File: src/hdl/odc_map.vh
// Register map, field positions, reset values and keys of the oscillator divider control
`ifndef ODC_MAP_VH
`define ODC_MAP_VH

`define ODC_ADDR_OSC_CTRL   12'h000
`define ODC_ADDR_UNLOCK     12'h004
`define ODC_ADDR_INT_STATUS 12'h008
`define ODC_ADDR_INT_MASK   12'h00c

`define ODC_UNLOCK_KEY0     32'haa996655
`define ODC_UNLOCK_KEY1     32'h556699aa

`define ODC_PLLDIV_HI       29
`define ODC_PLLDIV_LO       27
`define ODC_RCDIV_HI        26
`define ODC_RCDIV_LO        24
`define ODC_SOSC_RDY_BIT    22
`define ODC_PBRDY_BIT       21
`define ODC_PB_DIV_HI       20
`define ODC_PB_DIV_LO       19
`define ODC_PLL_MUL_HI      18
`define ODC_PLL_MUL_LO      16
`define ODC_CUR_OSC_HI      14
`define ODC_CUR_OSC_LO      12
`define ODC_NEW_OSC_HI      10
`define ODC_NEW_OSC_LO      8
`define ODC_CLKLOCK_BIT     7
`define ODC_USB_LOCK_BIT    6
`define ODC_SLOCK_BIT       5
`define ODC_SLPEN_BIT       4
`define ODC_CF_BIT          3
`define ODC_USB_RC_BIT      2
`define ODC_SOSC_EN_BIT     1
`define ODC_OSWEN_BIT       0

`define ODC_RCDIV_RESET     3'h1
`define ODC_PB_DIV_RESET    2'h3

`define ODC_INT_SOSC_READY  0
`define ODC_INT_SWITCH_DONE 1
`define ODC_INT_LOCKED_WR   2
`define ODC_INT_PB_DIV_REJ  3
`define ODC_INT_WIDTH       4

`endif

File: src/hdl/odc_clk_div.v
// Power-of-two divider that emits one tick every N source ticks
`timescale 1ns/1ns
`default_nettype none
module odc_clk_div (
    input  wire       sys_clk,
    input  wire       resetn,
    input  wire       srcTick,
    input  wire [2:0] ratio,
    output reg        outTick,
    output wire       busy
);
    reg [2:0] activeRatio_q;
    reg [7:0] count_q;

    // Codes 000..111 select 1,2,4,8,16,32,64,256
    function [7:0] lastCount;
        input [2:0] code;
        begin
            case (code)
                3'h0:    lastCount = 8'h00;
                3'h1:    lastCount = 8'h01;
                3'h2:    lastCount = 8'h03;
                3'h3:    lastCount = 8'h07;
                3'h4:    lastCount = 8'h0f;
                3'h5:    lastCount = 8'h1f;
                3'h6:    lastCount = 8'h3f;
                default: lastCount = 8'hff;
            endcase
        end
    endfunction

    // A new ratio takes over only at a period boundary so no runt pulse is produced
    assign busy = (ratio != activeRatio_q);

    always @(posedge sys_clk or negedge resetn) begin
        if (!resetn) begin
            activeRatio_q <= 3'h0;
            count_q       <= 8'h00;
            outTick       <= 1'b0;
        end else begin
            outTick <= 1'b0;
            if (srcTick) begin
                if (count_q >= lastCount(activeRatio_q)) begin
                    count_q       <= 8'h00;
                    outTick       <= 1'b1;
                    activeRatio_q <= ratio;
                end else begin
                    count_q <= count_q + 8'h01;
                end
            end
        end
    end
endmodule // odc_clk_div
`default_nettype wire

File: src/hdl/odc_unlock.v
// Two-key unlock sequencer that opens the control register for a single write
`timescale 1ns/1ns
`default_nettype none
`include "odc_map.vh"
module odc_unlock (
    input  wire        sys_clk,
    input  wire        resetn,
    input  wire        keyWrite,
    input  wire [31:0] keyData,
    input  wire        consume,
    output wire        unlocked
);
    localparam [1:0] ST_LOCKED = 2'h0;
    localparam [1:0] ST_HALF   = 2'h1;
    localparam [1:0] ST_OPEN   = 2'h2;

    reg [1:0] state_q;
    reg [1:0] state_d;

    assign unlocked = (state_q == ST_OPEN);

    always @* begin
        state_d = state_q;
        case (state_q)
            ST_LOCKED: begin
                if (keyWrite && keyData == `ODC_UNLOCK_KEY0)
                    state_d = ST_HALF;
            end
            ST_HALF: begin
                if (keyWrite)
                    state_d = (keyData == `ODC_UNLOCK_KEY1) ? ST_OPEN : ST_LOCKED;
                else if (consume)
                    state_d = ST_LOCKED;
            end
            ST_OPEN: begin
                // Any access except a read of the unlock register closes the window again
                if (consume || keyWrite)
                    state_d = ST_LOCKED;
            end
            default: state_d = ST_LOCKED;
        endcase
    end

    always @(posedge sys_clk or negedge resetn) begin
        if (!resetn)
            state_q <= ST_LOCKED;
        else
            state_q <= state_d;
    end
endmodule // odc_unlock
`default_nettype wire

File: src/hdl/odc_top.v
// Oscillator divider control: APB registers, unlock guard, dividers and interrupt
`timescale 1ns/1ns
`default_nettype none
`include "odc_map.vh"
module odc_top #(
    parameter HAS_USB = 1
) (
    input  wire        sys_clk,
    input  wire        resetn,
    input  wire        psel,
    input  wire        penable,
    input  wire        pwrite,
    input  wire [11:0] paddr,
    input  wire [31:0] pwdata,
    output reg  [31:0] prdata,
    output reg         pready,
    output reg         pslverr,
    output reg         irq,
    input  wire [2:0]  cfgPllOutputDivider,
    input  wire [2:0]  cfgPllMultiplier,
    input  wire [1:0]  cfgPeriphBusDivisor,
    input  wire [2:0]  cfgNewOscSelect,
    input  wire        cfgSecondaryOscEnable,
    input  wire        pllTick,
    input  wire        rcTick,
    input  wire        secondaryOscStable,
    input  wire        pllLocked,
    input  wire        usbClockLocked,
    input  wire        clockFail,
    output wire        pllDivTick,
    output wire        rcDivTick,
    output wire        periphClkTick,
    output reg  [2:0]  currentOscSelect,
    output reg  [2:0]  pllMultiplierSel,
    output reg         secondaryOscEnable,
    output reg         sleepEnable,
    output reg         usbRcEnable
);
    reg        cfgLoaded_q;
    reg [2:0]  pllOutDiv_q;
    reg [2:0]  rcDiv_q;
    reg [1:0]  periph_bus_divisor_q;
    reg [2:0]  newOsc_q;
    reg        clkLock_q;
    reg        clkFail_q;
    reg        oscSwitch_q;
    reg        soscStable_q;
    reg        soscReady_q;
    reg        pllLocked_q;
    reg        usbLocked_q;
    reg [`ODC_INT_WIDTH-1:0] intStatus_q;
    reg [`ODC_INT_WIDTH-1:0] intStatus_d;
    reg [`ODC_INT_WIDTH-1:0] intMask_q;
    reg [31:0] readData;
    reg        addrHit;

    wire       pbBusy;
    wire       unlocked;
    wire       pbDivReady = !pbBusy;
    wire       setup      = psel && !penable;
    wire       access     = psel && penable && pready;
    wire       wrTake     = access && pwrite;
    wire       rdTake     = access && !pwrite;
    wire       ctrlSel    = (paddr == `ODC_ADDR_OSC_CTRL);
    wire       keySel     = (paddr == `ODC_ADDR_UNLOCK);
    wire       ctrlWr     = wrTake && ctrlSel && !pslverr;
    wire       ctrlWrOk   = ctrlWr && unlocked;
    wire       pbDivWrite = ctrlWrOk && (pwdata[`ODC_PB_DIV_HI:`ODC_PB_DIV_LO] != periph_bus_divisor_q);
    wire       soscReadyNow = soscStable_q && secondaryOscEnable;

    odc_unlock u_unlock (
        .sys_clk  (sys_clk),
        .resetn   (resetn),
        .keyWrite (wrTake && keySel),
        .keyData  (pwdata),
        .consume  (access && !keySel),
        .unlocked (unlocked)
    );

    odc_clk_div u_pll_div (
        .sys_clk (sys_clk),
        .resetn  (resetn),
        .srcTick (pllTick),
        .ratio   (pllOutDiv_q),
        .outTick (pllDivTick),
        .busy    ()
    );

    odc_clk_div u_rc_div (
        .sys_clk (sys_clk),
        .resetn  (resetn),
        .srcTick (rcTick),
        .ratio   (rcDiv_q),
        .outTick (rcDivTick),
        .busy    ()
    );

    // System clock runs every cycle, so the source tick is always high
    odc_clk_div u_pb_div (
        .sys_clk (sys_clk),
        .resetn  (resetn),
        .srcTick (1'b1),
        .ratio   ({1'b0, periph_bus_divisor_q}),
        .outTick (periphClkTick),
        .busy    (pbBusy)
    );

    always @* begin
        readData = 32'h0000_0000;
        addrHit  = 1'b1;
        case (paddr)
            `ODC_ADDR_OSC_CTRL: begin
                readData[`ODC_PLLDIV_HI:`ODC_PLLDIV_LO]   = pllOutDiv_q;
                readData[`ODC_RCDIV_HI:`ODC_RCDIV_LO]     = rcDiv_q;
                readData[`ODC_SOSC_RDY_BIT]               = soscReady_q;
                readData[`ODC_PBRDY_BIT]                  = pbDivReady;
                readData[`ODC_PB_DIV_HI:`ODC_PB_DIV_LO]   = periph_bus_divisor_q;
                readData[`ODC_PLL_MUL_HI:`ODC_PLL_MUL_LO] = pllMultiplierSel;
                readData[`ODC_CUR_OSC_HI:`ODC_CUR_OSC_LO] = currentOscSelect;
                readData[`ODC_NEW_OSC_HI:`ODC_NEW_OSC_LO] = newOsc_q;
                readData[`ODC_CLKLOCK_BIT]                = clkLock_q;
                readData[`ODC_USB_LOCK_BIT]               = usbLocked_q;
                readData[`ODC_SLOCK_BIT]                  = pllLocked_q;
                readData[`ODC_SLPEN_BIT]                  = sleepEnable;
                readData[`ODC_CF_BIT]                     = clkFail_q;
                readData[`ODC_USB_RC_BIT]                 = usbRcEnable;
                readData[`ODC_SOSC_EN_BIT]                = secondaryOscEnable;
                readData[`ODC_OSWEN_BIT]                  = oscSwitch_q;
            end
            `ODC_ADDR_UNLOCK:     readData = {31'h0000_0000, unlocked};
            `ODC_ADDR_INT_STATUS: readData[`ODC_INT_WIDTH-1:0] = intStatus_q;
            `ODC_ADDR_INT_MASK:   readData[`ODC_INT_WIDTH-1:0] = intMask_q;
            default:              addrHit = 1'b0;
        endcase
    end

    // Events set sticky bits; a set in the clearing cycle survives the read
    always @* begin
        intStatus_d = intStatus_q;
        if (rdTake && paddr == `ODC_ADDR_INT_STATUS)
            intStatus_d = {`ODC_INT_WIDTH{1'b0}};
        if (soscReadyNow && !soscReady_q)
            intStatus_d[`ODC_INT_SOSC_READY] = 1'b1;
        if (oscSwitch_q)
            intStatus_d[`ODC_INT_SWITCH_DONE] = 1'b1;
        if (ctrlWr && !unlocked)
            intStatus_d[`ODC_INT_LOCKED_WR] = 1'b1;
        if (pbDivWrite && !pbDivReady)
            intStatus_d[`ODC_INT_PB_DIV_REJ] = 1'b1;
    end

    // Bus answer: one wait state; held off until the configuration has loaded
    always @(posedge sys_clk or negedge resetn) begin
        if (!resetn) begin
            pready  <= 1'b0;
            pslverr <= 1'b0;
            prdata  <= 32'h0000_0000;
            irq     <= 1'b0;
        end else begin
            pready <= psel && penable && !pready && cfgLoaded_q;
            if (psel && penable && !pready && cfgLoaded_q) begin
                pslverr <= !addrHit;
                prdata  <= (pwrite || !addrHit) ? 32'h0000_0000 : readData;
            end else if (setup || pready) begin
                pslverr <= 1'b0;
                prdata  <= 32'h0000_0000;
            end
            irq <= |(intStatus_d & intMask_q);
        end
    end

    always @(posedge sys_clk or negedge resetn) begin
        if (!resetn) begin
            intStatus_q  <= {`ODC_INT_WIDTH{1'b0}};
            intMask_q    <= {`ODC_INT_WIDTH{1'b0}};
            soscStable_q <= 1'b0;
            soscReady_q  <= 1'b0;
            pllLocked_q  <= 1'b0;
            usbLocked_q  <= 1'b0;
        end else begin
            intStatus_q  <= intStatus_d;
            soscStable_q <= secondaryOscStable;
            soscReady_q  <= soscReadyNow;
            pllLocked_q  <= pllLocked;
            usbLocked_q  <= (HAS_USB != 0) && usbClockLocked;
            if (wrTake && paddr == `ODC_ADDR_INT_MASK)
                intMask_q <= pwdata[`ODC_INT_WIDTH-1:0];
        end
    end

    // Straps cannot feed an async reset, so they load on the first edge after release
    always @(posedge sys_clk or negedge resetn) begin
        if (!resetn) begin
            cfgLoaded_q        <= 1'b0;
            pllOutDiv_q        <= 3'h0;
            rcDiv_q            <= `ODC_RCDIV_RESET;
            periph_bus_divisor_q            <= `ODC_PB_DIV_RESET;
            pllMultiplierSel   <= 3'h0;
            newOsc_q           <= 3'h0;
            currentOscSelect   <= 3'h0;
            secondaryOscEnable <= 1'b0;
            clkLock_q          <= 1'b0;
            clkFail_q          <= 1'b0;
            oscSwitch_q        <= 1'b0;
            sleepEnable        <= 1'b0;
            usbRcEnable        <= 1'b0;
        end else if (!cfgLoaded_q) begin
            cfgLoaded_q        <= 1'b1;
            pllOutDiv_q        <= cfgPllOutputDivider;
            pllMultiplierSel   <= cfgPllMultiplier;
            periph_bus_divisor_q            <= cfgPeriphBusDivisor;
            newOsc_q           <= cfgNewOscSelect;
            currentOscSelect   <= cfgNewOscSelect;
            secondaryOscEnable <= cfgSecondaryOscEnable;
        end else begin
            // Switch request completes one cycle after it is raised
            if (oscSwitch_q) begin
                currentOscSelect <= newOsc_q;
                oscSwitch_q      <= 1'b0;
            end
            if (ctrlWrOk) begin
                pllOutDiv_q        <= pwdata[`ODC_PLLDIV_HI:`ODC_PLLDIV_LO];
                rcDiv_q            <= pwdata[`ODC_RCDIV_HI:`ODC_RCDIV_LO];
                pllMultiplierSel   <= pwdata[`ODC_PLL_MUL_HI:`ODC_PLL_MUL_LO];
                sleepEnable        <= pwdata[`ODC_SLPEN_BIT];
                secondaryOscEnable <= pwdata[`ODC_SOSC_EN_BIT];
                usbRcEnable        <= (HAS_USB != 0) && pwdata[`ODC_USB_RC_BIT];
                // The lock bit is one-way until reset and freezes the switch controls
                if (pwdata[`ODC_CLKLOCK_BIT])
                    clkLock_q <= 1'b1;
                if (!clkLock_q) begin
                    newOsc_q <= pwdata[`ODC_NEW_OSC_HI:`ODC_NEW_OSC_LO];
                    if (pwdata[`ODC_OSWEN_BIT])
                        oscSwitch_q <= 1'b1;
                end
                if (pbDivReady)
                    periph_bus_divisor_q <= pwdata[`ODC_PB_DIV_HI:`ODC_PB_DIV_LO];
            end
            // Hardware fail detect wins over a software clear in the same cycle
            if (clockFail)
                clkFail_q <= 1'b1;
            else if (ctrlWrOk)
                clkFail_q <= pwdata[`ODC_CF_BIT];
        end
    end
endmodule // odc_top
`default_nettype wire

File: config.mk
export PLATFORM = sky130hd
export DESIGN_NAME = odc_top
export DESIGN_NICKNAME = d
export VERILOG_FILES = /design/src/hdl/odc_clk_div.v /design/src/hdl/odc_unlock.v /design/src/hdl/odc_top.v
export VERILOG_INCLUDE_DIRS = /design/src /design/src/hdl
export SDC_FILE = /design/constraint.sdc
export NUM_CORES = 1
export LEC_CHECK = 0
export BUFFER_PORTS_ARGS = -buffer_cell sky130_fd_sc_hd__buf_2
export CORE_MARGIN = 2
export CORE_UTILIZATION = 55
export CTS_BUF_LIST = sky130_fd_sc_hd__clkbuf_8
export DETAILED_ROUTE_END_ITERATION = 10
export PLACE_DENSITY = 0.8
export SLEW_MARGIN = 20
export SYNTH_ARGS = -nofsm -noshare
export SYNTH_HDL_FRONTEND = slang
export SYNTH_SLANG_ARGS = --single-unit
File: constraint.sdc
create_clock -name sys_clk -period 2.7 [get_ports sys_clk]
set_input_delay 0.54 -clock sys_clk [delete_from_list [all_inputs] [get_ports sys_clk]]
set_output_delay 0.54 -clock sys_clk [all_outputs]
set_load 0.005 [all_outputs]
==> results of run 1 <==
where the power goes:
part           internal [mW]  total [mW]  switching (mW)
Combinational          0.326       0.689           0.364
Sequential              1.69        1.84           0.159
Clock                  0.339       0.886           0.547
metrics by stage:
| step | hold WS, ps | std cells | cell area [um2] | worst slack, ps | utilization |
|---|---|---|---|---|---|
| 2_1_floorplan | 244 | 499 | 5350 | 305 | - |
| 4_1_cts | 153 | 738 | 6200 | 193 | 0.665 |
| 3_5_place_dp | 458 | 722 | 6030 | 63.7 | 0.646 |
| 3_3_place_gp | 447 | 722 | 6030 | 135 | 0.646 |
| 5_1_grt | 173 | 738 | 6200 | 88.1 | 0.665 |
| 6_report | 144 | 738 | 6200 | 190 | 0.665 |
final timing paths:
| check | from | to | slack [ps] |
|---|---|---|---|
| max | u_rc_div.activeRatio_q[0]$_DFFE_PN0P_ | u_rc_div.activeRatio_q[0]$_DFFE_PN0P_ | 190 |
| min | resetn | u_pll_div.count_q[1]$_DFFE_PN0P_ | 140 |
| max reg2reg | u_rc_div.activeRatio_q[0]$_DFFE_PN0P_ | u_rc_div.activeRatio_q[0]$_DFFE_PN0P_ | 190 |
| min reg2reg | usbLocked_q$_DFF_PN0_ | prdata[6]$_DFFE_PN0P_ | 480 |
| max in group asynchronous | resetn | rcDiv_q[0]$_DFFE_PN1P_ | 1870 |
| min in group sys_clk | usbClockLocked | usbLocked_q$_DFF_PN0_ | 260 |
placed cells by master (no fill, tap or decap), drive strengths merged, types with 4 or more instances in the layout:
master / netlist / layout
a21o: 9 / 9
a21oi: 22 / 22
a22o: 24 / 24
and3: 4 / 4
and4: 5 / 5
buf: 10 / 118
clkbuf: 14 / 9
clkinv: 0 / 4
conb: 2 / 11
dfrtp: 100 / 100
ha: 27 / 27
inv: 18 / 20
mux2: 17 / 17
mux2i: 15 / 15
nand2: 32 / 32
nand2b: 6 / 6
nand3: 22 / 22
nand3b: 5 / 5
nand4: 6 / 6
nor2: 33 / 33
nor2b: 4 / 4
nor3: 13 / 13
nor4bb: 13 / 13
o21ai: 13 / 13
o311ai: 4 / 4
or2: 5 / 5
xnor2: 8 / 8
xor2: 12 / 12
cell families after synthesis:
| kind of cell | count (synthesis) |
|---|---|
| AO/OA/AOI/OAI | 99 |
| buffers and inverters | 42 |
| XOR/XNOR | 20 |
| other | 2 |
| flip-flops | 103 |
| AND/OR/NAND/NOR | 164 |
| multiplexers | 33 |
| adder cells (fa/ha/maj) | 27 |
layout make-up:
| cell class | instances | area [um2] | share of cell area |
|---|---|---|---|
| clock buffers | 9 | 124 | 0.0200 |
| clock inverters | 7 | 50.0 | 0.00807 |
| inverters | 18 | 67.6 | 0.0109 |
| multi-input cells | 354 | 2590 | 0.417 |
| flip-flops and latches | 103 | 2580 | 0.416 |
| well taps | 129 | 161 | 0.0260 |
| repair buffers | 118 | 631 | 0.102 |
flip-flops by register name, indices dropped and copies added (netlist names), 2 cells and up:
signal and count:
newOsc_q 3, prdata 27, rcDiv_q 3, u_pll_div.activeRatio_q 3
u_rc_div.count_q 8, pllOutDiv_q 3, u_rc_div.activeRatio_q 3, periph_bus_divisor_q 2
u_unlock.state_q 2, u_pll_div.count_q 8, intStatus_q 4, u_pb_div.count_q 8
intMask_q 4, u_pb_div.activeRatio_q 2, currentOscSelect 3, pllMultiplierSel 3
routing by layer:
layer,vias up,global-route usage
met4,0,0.0708
met5,-,0
met2,151,0.439
met3,15,0.0431
met1,2118,0.340
li1,2013,-
==> flow_metrics.tcl, run 1 <==
set metrics [dict create \
    clockBufferDepth 2 \
    track_usage 0.257 \
    slew_headroom 0.630 \
    yosysMostFrequentCell "dfrtp_1" \
    synth.top_cells.by_area "dfrtp_1, ha_1, a22o_1" \
    p_per_area_nw_per_um2 551 \
    routed.top_layer "met4" \
    syn_area_um2 5320 \
    period_needed_ps 2510 \
    cp_slowest_cell "dfrtp_1" \
    synth_compound_area_frac 0.134 \
    critical_path_arrival_ps 2770 \
    wl_met2_um 6550 \
    tns_ps 0 \
    antenna_found_initial 0 \
    viasPerCell 5.82 \
    worst_pin_slew_ps 555 \
    grt_setup_unrepaired "false" \
    synth_flop_cell "dfrtp_1" \
    cts_buffers 9 \
    core-area_um2 9330 \
    ys_ff_latch 103 \
    place.gp.congestion 0.884 \
    fin_crit_sh 0.929 \
    clock_skew_ps 11.1 \
    path_clk_slew_ps 100 \
    cpPeakStageDelay_ps 440 \
    layout-drive-gt1-share 0.266 \
    cts_resized 0 \
    cts_max_level 3 \
    hold_violations 0 \
    synthTopCellsByCount "dfrtp_1, nor2_1, nand2_1, ha_1, a22o_1" \
    io_pins 114 \
    drt-met1-wl_um 5470 \
    netlist_instances 490 \
    grt_pass1_wl_um 20800 \
    firstDrtPassIters 5 \
    synthToLayoutAreaGrowth_pct 16.7 \
    wl_met3_um 651 \
    drc 0 \
    diodes 0 \
    cts_sinks 103 \
    critical_path.startpoint_type "register" \
    grt_max_degree 45 \
    clock_latency_ps 380 \
    die_area_um2 10500 \
    ys_types 64 \
    start_util 0.570 \
    ff2ff_path_depth 7 \
    postSynth.asyncResetShare 1.00 \
    wirelength_um 12800 \
    root_buffer "clkbuf_8" \
    synthAdderAreaFrac 0.0635 \
    hp-class "input pin to asynchronous set/reset pin" \
    cp_num_buf_inv 0 \
    postCtsSetupRepairBufs 0 \
    status "finished, final reports clean" \
    cap_violations 0 \
    endpoint_kind "register" \
    synth_top_cell_by_area "dfrtp_1" \
    synth_xor_area_frac 0.0329 \
    cp.required_ps 2960 \
    port-buffer-count 108 \
    p_leak_nw 3.05 \
    nets 698 \
    dr.first_iter.drc_count 193 \
    path_max_fanout 8 \
    synth.mux.area_fraction 0.0685 \
    rows 35 \
    slew_violations 0 \
    cp.depth 7 \
    final_antenna_net_count 0 \
    grt_overflow 0 \
    cts_tree "yes" \
    synth-edff-count 0 \
    path_cells "or3_1, ha_1, nand2b_1, a211oi_1, o211ai_1, and3_1, mux2_2" \
    synth_top_family_by_area "simple AND/OR/NAND/NOR gates" \
    setup_viol 0 \
    die_height_um 102 \
    peakVddDrop_mv 0.523 \
    synth_top_area_share 0.471 \
    ys_seq_area_frac 0.486 \
    criticalPathCategory "register to register" \
    power_mw 3.42 \
    crit_family "simple AND/OR/NAND/NOR gates" \
    vias 4297 \
    num-fill-cells 772 \
    dp_hpwl_um 9650 \
    syn-mean-instance-area_um2 10.8 \
    yosys.area_share.simple 0.179 \
    grt_pass1_vias 4205 \
    synth_warnings 0 \
    max_freq_mhz 398 \
    die_x_um 102 \
    routedWlPerCell_um 17.4 \
    cts-hold-fix-buffers 0 \
]
Power figures use the tool's default switching activity.
==> inputs of run 2 (changes only) <==
==> constraint.sdc (replaced) <==
create_clock -name sys_clk -period 2.7 [get_ports sys_clk]
set_input_delay 0.405 -clock sys_clk [delete_from_list [all_inputs] [get_ports sys_clk]]
set_output_delay 0.405 -clock sys_clk [all_outputs]
set_load 0.005 [all_outputs]
==> flow_metrics.tcl, run 2 (synthesis results as in run 1) <==
set metrics [dict create \
    reg2reg_from "u_rc_div.activeRatio_q[1]$_DFFE_PN0P_" \
    root_buffer "clkbuf_8" \
    slew_violations 0 \
    holdPathStages 1 \
    nets 697 \
    vias 4245 \
    die_x_um 102 \
    whs_endpoint "pllLocked_q$_DFF_PN0_" \
    p_leak_nw 3.05 \
    endpoint_kind "register" \
    num-fill-cells 759 \
    firstDrtPassIters 6 \
    cap_violations 0 \
    cts_tree "yes" \
    timing.rr.end "u_rc_div.activeRatio_q[0]$_DFFE_PN0P_" \
    viasPerCell 5.76 \
    die_height_um 102 \
    path_clk_slew_ps 110 \
    hold_violations 0 \
    path_max_fanout 8 \
    wirelength_um 12600 \
    critical_path_arrival_ps 2700 \
    dp_cells 720 \
    core-area_um2 9330 \
    status "finished, final reports clean" \
    largest_register_ffs 27 \
    hp-class "input pin to register" \
    fin_crit_sh 0.902 \
    cts_sinks 103 \
    worst_pin_slew_ps 576 \
    synthToLayoutAreaGrowth_pct 17.2 \
    dr.first_iter.drc_count 139 \
    grt_overflow 0 \
    final_antenna_net_count 0 \
    die_area_um2 10500 \
    cp.required_ps 2970 \
    path_cells "or3_1, ha_1, nand2b_1, a211oi_1, o211ai_1, and3_1, mux2_2" \
    routedWlPerCell_um 17.0 \
    tns_ps 0 \
    grt_max_degree 68 \
    cts_buffers 9 \
    grt_pass1_vias 4234 \
    grt_setup_unrepaired "false" \
    layout-drive-gt1-share 0.263 \
    period_needed_ps 2440 \
    cts_max_level 3 \
    cts_resized 0 \
    power_mw 3.54 \
    start_util 0.570 \
    cpPeakStageDelay_ps 450 \
    max_freq_mhz 410 \
    crit_start "u_rc_div.activeRatio_q[1]$_DFFE_PN0P_" \
    clock_latency_ps 390 \
    layout.cells.non_filler 737 \
    p_per_area_nw_per_um2 568 \
    peakVddDrop_mv 0.384 \
    r2r_setup_slack_ps 260 \
    track_usage 0.252 \
    io_pins 114 \
    antenna_found_initial 0 \
    slew_headroom 0.616 \
    setup_viol 0 \
    ff2ff_path_depth 7 \
    regMostFlops "prdata" \
    drc 0 \
    clockBufferDepth 2 \
    clock_skew_ps 12.3 \
    layout_commonest_cell "buf_2" \
    criticalPathCategory "register to register" \
    final_cell_mix "buf_2, dfrtp_1, nor2_1" \
    hp-start "pllLocked" \
    place.gp.congestion 0.896 \
    cp_slowest_cell "dfrtp_1" \
    diodes 0 \
    dp_hpwl_um 9340 \
    hold_slack_ps 109 \
    rows 35 \
    grt_pass1_wl_um 20500 \
    critical_path.startpoint_type "register" \
    port-buffer-count 108 \
]
==> run 2: cell count changes in the layout (fill, tap and decap cells not counted) <==
cell           delta
clkinv_4          -2
inv_8             +1
dlygate4sd3_1     +1
inv_6             +1
bufinv_16         +1
clkinv_2          -2
buf_4             -2
clkinvlp_4        +1
==> run 2: critical path, delay by kind of cell, from the launching register on <==
| kind | cells | cell delay [ps] |
|---|---|---|
| and+or+nand+nor | 3 | 840 |
| AOI/OAI and AO/OA | 2 | 460 |
| DFF | 1 | 450 |
| muxes | 1 | 300 |
| adders and majority gates | 1 | 270 |
==> run 2: timing repair <==
| item | CTS | global route |
|---|---|---|
| hold buffers | 1 | 0 |
| setup endpoints to repair | 0 | 0 |
| buffers inserted | 0 | 0 |
| hold endpoints to repair | 36 | 0 |
==> run 2: cell type report <==
| cell class | instances | area, um2 | area share |
|---|---|---|---|
| multi-input cells | 354 | 2590 | 0.416 |
| flip-flops and latches | 103 | 2580 | 0.414 |
| repair buffers | 117 | 626 | 0.100 |
| well taps | 129 | 161 | 0.0259 |
| clock buffers | 9 | 124 | 0.0199 |
| clock inverters | 7 | 80.1 | 0.0129 |
| inverters | 18 | 67.6 | 0.0108 |
==> run 2: stage by stage <==
stage / instance area, um2 / util / setup slack, ps
after global placement: 6010 / 0.645 / 264
after CTS: 6230 / 0.668 / 268
after detailed placement: 6010 / 0.645 / 221
after floorplan: 5350 / - / 403
after global routing: 6230 / 0.668 / 111
final: 6230 / 0.668 / 263
==> run 2: how the worst max path moves through the flow <==
stage                                                  to  slack, ps  depth (start not counted)
finish              u_rc_div.activeRatio_q[0]$_DFFE_PN0P_        260                          7
global route        u_rc_div.activeRatio_q[0]$_DFFE_PN0P_        110                          7
CTS                 u_rc_div.activeRatio_q[0]$_DFFE_PN0P_        270                          7
detailed placement                 rcDiv_q[1]$_DFFE_PN0P_        220                          6
global placement                  newOsc_q[2]$_DFFE_PN0P_        260                          6
floorplan           u_rc_div.activeRatio_q[0]$_DFFE_PN0P_        400                          8
==> run 2: where the power goes <==
part / switching (mW) / total, mW / internal (mW)
clock network: 0.567 / 1.01 / 0.441
registers: 0.162 / 1.85 / 1.69
logic: 0.361 / 0.683 / 0.322
==> run 2: metal layers <==
layer / vias to the layer above / routed length, um / track usage
met4: 0 / 274 / 0.0913
li1: 2008 / - / -
met3: 22 / 686 / 0.0602
met5: - / 0 / 0
met1: 2069 / 5450 / 0.336
met2: 146 / 6150 / 0.403
